**src/pkg/gppw_consts.svh**
```systemverilog
// Constants of the six-port GPIO block: map, masks, reset values
`ifndef GPPW_CONSTS_SVH
`define GPPW_CONSTS_SVH

`define GPPW_NUM_PORTS 3'h6
`define GPPW_PORT_A 3'h0
`define GPPW_PORT_D 3'h3
`define GPPW_PORT_E 3'h4

// Address fields: [7:5] page, [4:2] port, [1:0] register kind
`define GPPW_PAGE_PORTS 3'h0
`define GPPW_OFS_STRENGTH 8'h18
`define GPPW_OFS_DRIVE0 8'h19
`define GPPW_OFS_DRIVE1 8'h1a
`define GPPW_OFS_DRIVE2 8'h1b

`define GPPW_MASK_FULL 8'hff
`define GPPW_MASK_PORT_D 8'h0f
`define GPPW_MASK_PORT_E 8'h1f
`define GPPW_MASK_DRIVE1 8'h3f
`define GPPW_MASK_STRENGTH 8'h01

`define GPPW_RST_DATA 8'hff
`define GPPW_RST_DIR 8'hff
`define GPPW_RST_ZERO 8'h00

`define GPPW_BIT_STRENGTH 0

`endif

```
**src/pkg/gppw_pkg.sv**
```systemverilog
// Types of the six-port GPIO block
package gppw_pkg;
  typedef logic [7:0] gppw_byte_t;
  typedef logic [5:0][7:0] gppw_ports_t;
  typedef enum logic [1:0] {
    GPPW_KIND_DATA = 2'b00,
    GPPW_KIND_DIR = 2'b01,
    GPPW_KIND_PULL = 2'b10,
    GPPW_KIND_WAKE = 2'b11
  } gppw_kind_t;
endpackage

```
**src/core/gppw_top.sv**
```systemverilog
// Six-port GPIO block with pull-ups, port A wake-up and drive levels
`include "gppw_consts.svh"

module gppw_top (
  // Clock and reset
  input wire logic i_clock,
  input wire logic i_rst,
  // Data memory access
  input wire gppw_pkg::gppw_byte_t i_addr,
  input wire logic i_wr,
  input wire gppw_pkg::gppw_byte_t i_wdata,
  input wire logic i_rd,
  output gppw_pkg::gppw_byte_t o_rdata,
  // Pins
  input wire gppw_pkg::gppw_ports_t i_pin,
  output gppw_pkg::gppw_ports_t o_pin_out,
  output gppw_pkg::gppw_ports_t o_pin_oe,
  // Pin-shared function state
  input wire gppw_pkg::gppw_ports_t i_func_logic_in,
  input wire gppw_pkg::gppw_ports_t i_func_nmos_out,
  input wire gppw_pkg::gppw_byte_t i_porta_gpio,
  // Pad control
  output gppw_pkg::gppw_ports_t o_pullup_en,
  output logic o_pullup_strong,
  output gppw_pkg::gppw_byte_t o_drive_sel0,
  output gppw_pkg::gppw_byte_t o_drive_sel1,
  output gppw_pkg::gppw_byte_t o_drive_sel2,
  // Power-down wake
  input wire logic i_power_down,
  output logic o_wake_req
);
  import gppw_pkg::*;

  function automatic gppw_byte_t f_mask(input logic [2:0] port);
    if (port == `GPPW_PORT_D) begin
      f_mask = `GPPW_MASK_PORT_D;
    end else if (port == `GPPW_PORT_E) begin
      f_mask = `GPPW_MASK_PORT_E;
    end else begin
      f_mask = `GPPW_MASK_FULL;
    end
  endfunction

  function automatic logic f_hit(input gppw_byte_t addr, input logic [2:0] port,
                                 input gppw_kind_t kind);
    f_hit = (addr[7:5] == `GPPW_PAGE_PORTS) && (addr[4:2] == port) &&
            (addr[1:0] == kind);
  endfunction

  gppw_ports_t data_q;
  gppw_ports_t data_d;
  gppw_ports_t dir_q;
  gppw_ports_t dir_d;
  gppw_ports_t pull_q;
  gppw_ports_t pull_d;
  gppw_ports_t oe_q;
  gppw_ports_t pullup_en_q;
  gppw_ports_t pullup_en_d;
  gppw_ports_t port_rd_val;
  gppw_byte_t wake_en_q;
  gppw_byte_t wake_en_d;
  gppw_byte_t strength_q;
  gppw_byte_t strength_d;
  gppw_byte_t drive0_q;
  gppw_byte_t drive0_d;
  gppw_byte_t drive1_q;
  gppw_byte_t drive1_d;
  gppw_byte_t drive2_q;
  gppw_byte_t drive2_d;
  gppw_byte_t prev_a_q;
  gppw_byte_t fall_a;
  gppw_byte_t rdata_q;
  gppw_byte_t rdata_d;
  logic wake_q;
  logic wake_d;
  logic port_page;
  logic port_valid;
  logic wr_wake_hit;
  logic wr_strength_hit;
  logic wr_drive0_hit;
  logic wr_drive1_hit;
  logic wr_drive2_hit;
  logic reg_hit;

  genvar p;
  generate
    for (p = 0; p < 6; p++) begin : g_port
      assign data_d[p] = (i_wr && f_hit(i_addr, 3'(p), GPPW_KIND_DATA)) ?
                         (i_wdata & f_mask(3'(p))) : data_q[p];
      assign dir_d[p] = (i_wr && f_hit(i_addr, 3'(p), GPPW_KIND_DIR)) ?
                        (i_wdata & f_mask(3'(p))) : dir_q[p];
      assign pull_d[p] = (i_wr && f_hit(i_addr, 3'(p), GPPW_KIND_PULL)) ?
                         (i_wdata & f_mask(3'(p))) : pull_q[p];
      // Pull-up only for logic input or open drain
      // Never on a CMOS-driven pin; from next values so no lag
      assign pullup_en_d[p] = pull_d[p] &
                              ((dir_d[p] & i_func_logic_in[p]) | i_func_nmos_out[p]) &
                              dir_d[p] | (pull_d[p] & i_func_nmos_out[p] & dir_d[p]);
      // Inputs read live pins; outputs read the latch
      assign port_rd_val[p] = ((dir_q[p] & i_pin[p]) | (~dir_q[p] & data_q[p])) &
                              f_mask(3'(p));

      always_ff @(posedge i_clock or posedge i_rst) begin
        if (i_rst) begin
          // Pins start as inputs, latches high
          data_q[p] <= `GPPW_RST_DATA & f_mask(3'(p));
          dir_q[p] <= `GPPW_RST_DIR & f_mask(3'(p));
          oe_q[p] <= `GPPW_RST_ZERO;
          pull_q[p] <= `GPPW_RST_ZERO;
          pullup_en_q[p] <= `GPPW_RST_ZERO;
        end else begin
          data_q[p] <= data_d[p];
          dir_q[p] <= dir_d[p];
          oe_q[p] <= ~dir_d[p] & f_mask(3'(p));
          pull_q[p] <= pull_d[p];
          pullup_en_q[p] <= pullup_en_d[p];
        end
      end
    end
  endgenerate

  // Named write decodes, shared with the checks below
  assign wr_wake_hit = i_wr && f_hit(i_addr, `GPPW_PORT_A, GPPW_KIND_WAKE);
  assign wr_strength_hit = i_wr && (i_addr == `GPPW_OFS_STRENGTH);
  assign wr_drive0_hit = i_wr && (i_addr == `GPPW_OFS_DRIVE0);
  assign wr_drive1_hit = i_wr && (i_addr == `GPPW_OFS_DRIVE1);
  assign wr_drive2_hit = i_wr && (i_addr == `GPPW_OFS_DRIVE2);

  // Per-pin wake enables on port A
  assign wake_en_d = wr_wake_hit ? i_wdata : wake_en_q;
  // Single strength bit, upper bits read zero
  assign strength_d = wr_strength_hit ? (i_wdata & `GPPW_MASK_STRENGTH) : strength_q;
  assign drive0_d = wr_drive0_hit ? i_wdata : drive0_q;
  assign drive1_d = wr_drive1_hit ? (i_wdata & `GPPW_MASK_DRIVE1) : drive1_q;
  assign drive2_d = wr_drive2_hit ? i_wdata : drive2_q;

  // Edge from previous sample, once per transition
  assign fall_a = prev_a_q & ~i_pin[`GPPW_PORT_A] & wake_en_q & i_porta_gpio;
  // Wake request on enabled falling edge
  assign wake_d = i_power_down & (|fall_a);

  assign port_page = (i_addr[7:5] == `GPPW_PAGE_PORTS);
  assign port_valid = port_page && (i_addr[4:2] < `GPPW_NUM_PORTS);
  // Strength and drive registers sit in unused port slot 6 of the port page
  assign reg_hit = (i_addr >= `GPPW_OFS_STRENGTH) && (i_addr <= `GPPW_OFS_DRIVE2);

  // Unmapped addresses read zero
  always_comb begin
    rdata_d = `GPPW_RST_ZERO;
    if (i_addr == `GPPW_OFS_STRENGTH) begin
      rdata_d = strength_q;
    end else if (i_addr == `GPPW_OFS_DRIVE0) begin
      rdata_d = drive0_q;
    end else if (i_addr == `GPPW_OFS_DRIVE1) begin
      rdata_d = drive1_q;
    end else if (i_addr == `GPPW_OFS_DRIVE2) begin
      rdata_d = drive2_q;
    end else if (port_valid) begin
      unique case (gppw_kind_t'(i_addr[1:0]))
        GPPW_KIND_DATA: rdata_d = port_rd_val[i_addr[4:2]];
        GPPW_KIND_DIR: rdata_d = dir_q[i_addr[4:2]];
        GPPW_KIND_PULL: rdata_d = pull_q[i_addr[4:2]];
        GPPW_KIND_WAKE: begin
          rdata_d = (i_addr[4:2] == `GPPW_PORT_A) ? wake_en_q : `GPPW_RST_ZERO;
        end
      endcase
    end
  end

  always_ff @(posedge i_clock or posedge i_rst) begin
    if (i_rst) begin
      wake_en_q <= `GPPW_RST_ZERO;
      strength_q <= `GPPW_RST_ZERO;
      drive0_q <= `GPPW_RST_ZERO;
      drive1_q <= `GPPW_RST_ZERO;
      drive2_q <= `GPPW_RST_ZERO;
      prev_a_q <= `GPPW_RST_ZERO;
      rdata_q <= `GPPW_RST_ZERO;
      wake_q <= 1'b0;
    end else begin
      wake_en_q <= wake_en_d;
      strength_q <= strength_d;
      drive0_q <= drive0_d;
      drive1_q <= drive1_d;
      drive2_q <= drive2_d;
      prev_a_q <= i_pin[`GPPW_PORT_A];
      // Read edge stands for the instruction's second phase; no input latch
      rdata_q <= i_rd ? rdata_d : rdata_q;
      wake_q <= wake_d;
    end
  end

  assign o_rdata = rdata_q;
  assign o_pin_out = data_q;
  assign o_pin_oe = oe_q;
  assign o_pullup_en = pullup_en_q;
  assign o_pullup_strong = strength_q[`GPPW_BIT_STRENGTH];
  assign o_drive_sel0 = drive0_q;
  assign o_drive_sel1 = drive1_q;
  assign o_drive_sel2 = drive2_q;
  assign o_wake_req = wake_q;
endmodule

```
**config.mk**
```make
export PLATFORM = sky130hd
export DESIGN_NAME = gppw_top
export DESIGN_NICKNAME = d
export VERILOG_FILES = /design/src/pkg/gppw_pkg.sv /design/src/core/gppw_top.sv
export VERILOG_INCLUDE_DIRS = /design/src /design/src/pkg
export SDC_FILE = /design/constraint.sdc
export NUM_CORES = 1
export LEC_CHECK = 0
export ABC_AREA = 1
export BUFFER_PORTS_ARGS = -buffer_cell sky130_fd_sc_hd__buf_2
export CAP_MARGIN = 20
export CELL_PAD_IN_SITES_DETAIL_PLACEMENT = 0
export CELL_PAD_IN_SITES_GLOBAL_PLACEMENT = 2
export CORE_ASPECT_RATIO = 1.5
export CORE_MARGIN = 2
export CORE_UTILIZATION = 27
export DETAILED_ROUTE_END_ITERATION = 8
export GPL_ROUTABILITY_DRIVEN = 0
export PLACE_DENSITY = 0.85
export SYNTH_ARGS = -nofsm -noshare
export SYNTH_HDL_FRONTEND = slang
export SYNTH_SLANG_ARGS = --single-unit
```
**constraint.sdc**
```tcl
create_clock -name i_clock -period 7.5 [get_ports i_clock]
set_input_delay 0.375 -clock i_clock [delete_from_list [all_inputs] [get_ports i_clock]]
set_output_delay 0.375 -clock i_clock [all_outputs]
set_load 0.1 [all_outputs]
```
==> run metrics <==
status completed; Setup Crit Path Kind input pin to register; row count 93; Worst IR Drop VDD 0.1464 mV; H-tree level count 1; total power divided by cell area 258.6 nW/um^2; core outline area 43050 um^2; cells on worst reg2reg path 11; Mapped Avg Cell Area 8.888 um^2; #FFs+latches synth 274; WL/cell 21.34 um; Clock Tree Buf Depth 3; vias in the first global route between 10000 and 15000; Post-DP HPWL 36580 um; GRT Util Overall 20.70%; Worst-Margin Slew 1101 ps; Hold Path End o_pullup_en[7]; initial core utilization between 20% and 30%; Area Growth Syn to Fin 27.70%; clk_skew 14.87 ps; Worst slew margin 26.61%; area fraction of the dominant cell type after synthesis 40.74%; chip height 260.0 um; Ys Warns 0; residual DRC count 0; Root Buffer clkbuf_16; Critical Path RT ~8000 ps; total routed wirelength approximately 48000 um; Post-Synthesis Cells approximately 1300; Hold Vio Cnt, Final 0; distinct cell type count after synthesis 31; global-route wire length before repair slightly below 70000 um; Max Freq 345.0 MHz; worst hold path depth 2; Reg2Reg Launch Point dir_q[0]; GRT overflow 0; crit end category register; initial antenna violation count 2; die span in x 174.6 um; detailed-route via count 10320; TritonCTS Buffers 29; Nets 1830; Detail Route Antenna Nets 0; die area 45400 um^2; setup TNS 0 ps; Initial DRT Pass Iterations 5; Clk pin slew, worst setup/hold paths around 60 ps; crit start category input pin; Max Slew Vio Count 0; Via density 4.587; Clk Latency, worst-skew pair about 570 ps; CTS tree yes; share of layout cells above drive strength 1 between 20% and 30%; Fillers 4588; Syn Std Cell Area 11790 um^2; crit path max fanout 16; critical path data arrival time 3410 ps; port bufs around 330; IO Pins 351; Hold WC Path Type input pin to register; Pleak 7.921 nW; area leader, netlist dfrtp_1; Reg2Reg Setup Slack 5730 ps; CTS Sinks 274; initial drt markers 679; period utilization 38.65%; RSZ-0062 raised after global routing no; maxcap violations 0; sequential area share after synthesis 59.01%; launch point of the worst hold path i_func_logic_in[7]; post-cts repair resize count 0; Tmin final 2898 ps; Pwr Total between 3 and 4 mW; pin count of the biggest net entering global routing 157; r2r endpoint o_rdata[0]; final setup fails 0; largest cells by area after synthesis dfrtp_1 41%, dfstp_2 18%, nand2_1 12%
sequential cells by signal, indices dropped and copies added (netlist names), 6 cells and up:
signal and cells:
o_drive_sel1 6, wake_en_q 8, dir_q 48, o_drive_sel0 8, pull_q 48, o_pullup_en 48, o_drive_sel2 8, o_pin_out 41
prev_a_q 8, o_rdata 8, o_pin_oe 41
cell usage in the layout, fill, tap and decap left out, types with 29 or more instances in the layout:
master     synthesis  layout
o21ai_1           38      38
nand2_1          376     376
clkbuf_16          0      29
inv_1            132     131
a21oi_1           44      44
o21ai_0          144     144
dfrtp_1          192     192
nand3_1           36      36
dfstp_2           82      82
nor2_1            90      90
buf_2             18     327
o211a_1           36      36
how the worst max path moves through the flow:
stage | start | to | slack [ps] | depth (start not counted)
detailed placement | i_addr[3] | o_pullup_en[34] | 3980 | 10
global placement | i_addr[3] | o_pullup_en[34] | 3990 | 10
floorplan | i_rst | dir_q[28] | 3570 | 1
CTS | i_addr[3] | o_pullup_en[34] | 4570 | 10
global route | i_addr[3] | o_pullup_en[34] | 4400 | 10
finish | i_addr[3] | o_pullup_en[34] | 4600 | 10
synthesized netlist by cell type (all sizes together):
cell    count
dfstp      82
nand2     376
nor2      101
a211oi      1
o21ai     182
dfrtp     192
buf        36
o211a      36
mux2        3
a21oi      44
a31oi       1
conb        1
nor3       19
nor3b       1
nand3      36
o22ai       8
a41oi       1
inv       152
clkbuf     21
a22oi      10
nand4       9
nor4        1
nand3b      2
or2         1
o211ai     11
worst max-delay path: stages:
cell	delay, ps
buf_2	210
nor2_2	610
buf_4	360
nand2_1	200
nor2_1	190
inv_1	110
nor2_2	700
nor2_1	80
a21oi_1	330
o211a_1	210
timing repair:
item,4_1_cts,5_1_grt
hold buffers,8,0
buffers inserted,0,0
hold endpoints to repair,8,0
layout make-up:
| cell class | instances | area, um^2 | share of cell area (%) |
|---|---|---|---|
| Sequential cell | 274 | 6959 | 46.21 |
| Clock inverter | 12 | 166.4 | 1.105 |
| Inverter | 152 | 574.3 | 3.813 |
| Antenna cell | 1 | 2.502 | 0.01662 |
| Tap cell | 570 | 713.2 | 4.735 |
| Multi-Input combinational cell | 859 | 4020 | 26.69 |
| Timing Repair Buffer | 341 | 1774 | 11.78 |
| Clock buffer | 41 | 850.8 | 5.649 |
power by group:
part	internal (mW)	total (mW)	leakage (nW)	switching (mW)
combinational	0.125	0.720	4.06	0.595
clock	0.924	1.56	0.504	0.633
sequential	1.57	1.62	3.35	0.0439
total	2.62	3.89	7.92	1.27
stage by stage:
| stage | util [%] | worst slack (ps) | area, um^2 | hold WS, ps | std cells |
|---|---|---|---|---|---|
| finish | 34.98 | 4602 | 15060 | 31.98 | 2250 |
| global route | 34.98 | 4398 | 15060 | 8.484 | 2249 |
| CTS | 34.98 | 4572 | 15060 | 3.294 | 2249 |
| detailed placement | 32.43 | 3975 | 13960 | 460.6 | 2188 |
| global placement | 32.43 | 3988 | 13960 | 459.3 | 2188 |
| floorplan | - | 3569 | 11850 | 406.4 | 1342 |
metal layers:
metal / vias to the layer above / wire (um) / GRT usage [%]
li1: 4929 / - / -
met1: 4960 / 18200 / 23.83
met2: 355 / 25550 / 38.52
met3: 74 / 2698 / 3.640
met4: 2 / 1551 / 6.852
met5: - / 13 / 0
cell families (layout without fill, tap and decap cells):
group / count (synthesis) / in the layout / synth area share (%)
muxes: 3 / 3 / 0.2864
other: 1 / 17 / 0.03180
DFF: 274 / 274 / 59.01
AOI/OAI and AO/OA: 294 / 294 / 14.60
and+or+nand+nor: 546 / 546 / 18.69
buffers and inverters: 209 / 546 / 7.384
No activity file was read; power rests on OpenSTA's default activity.
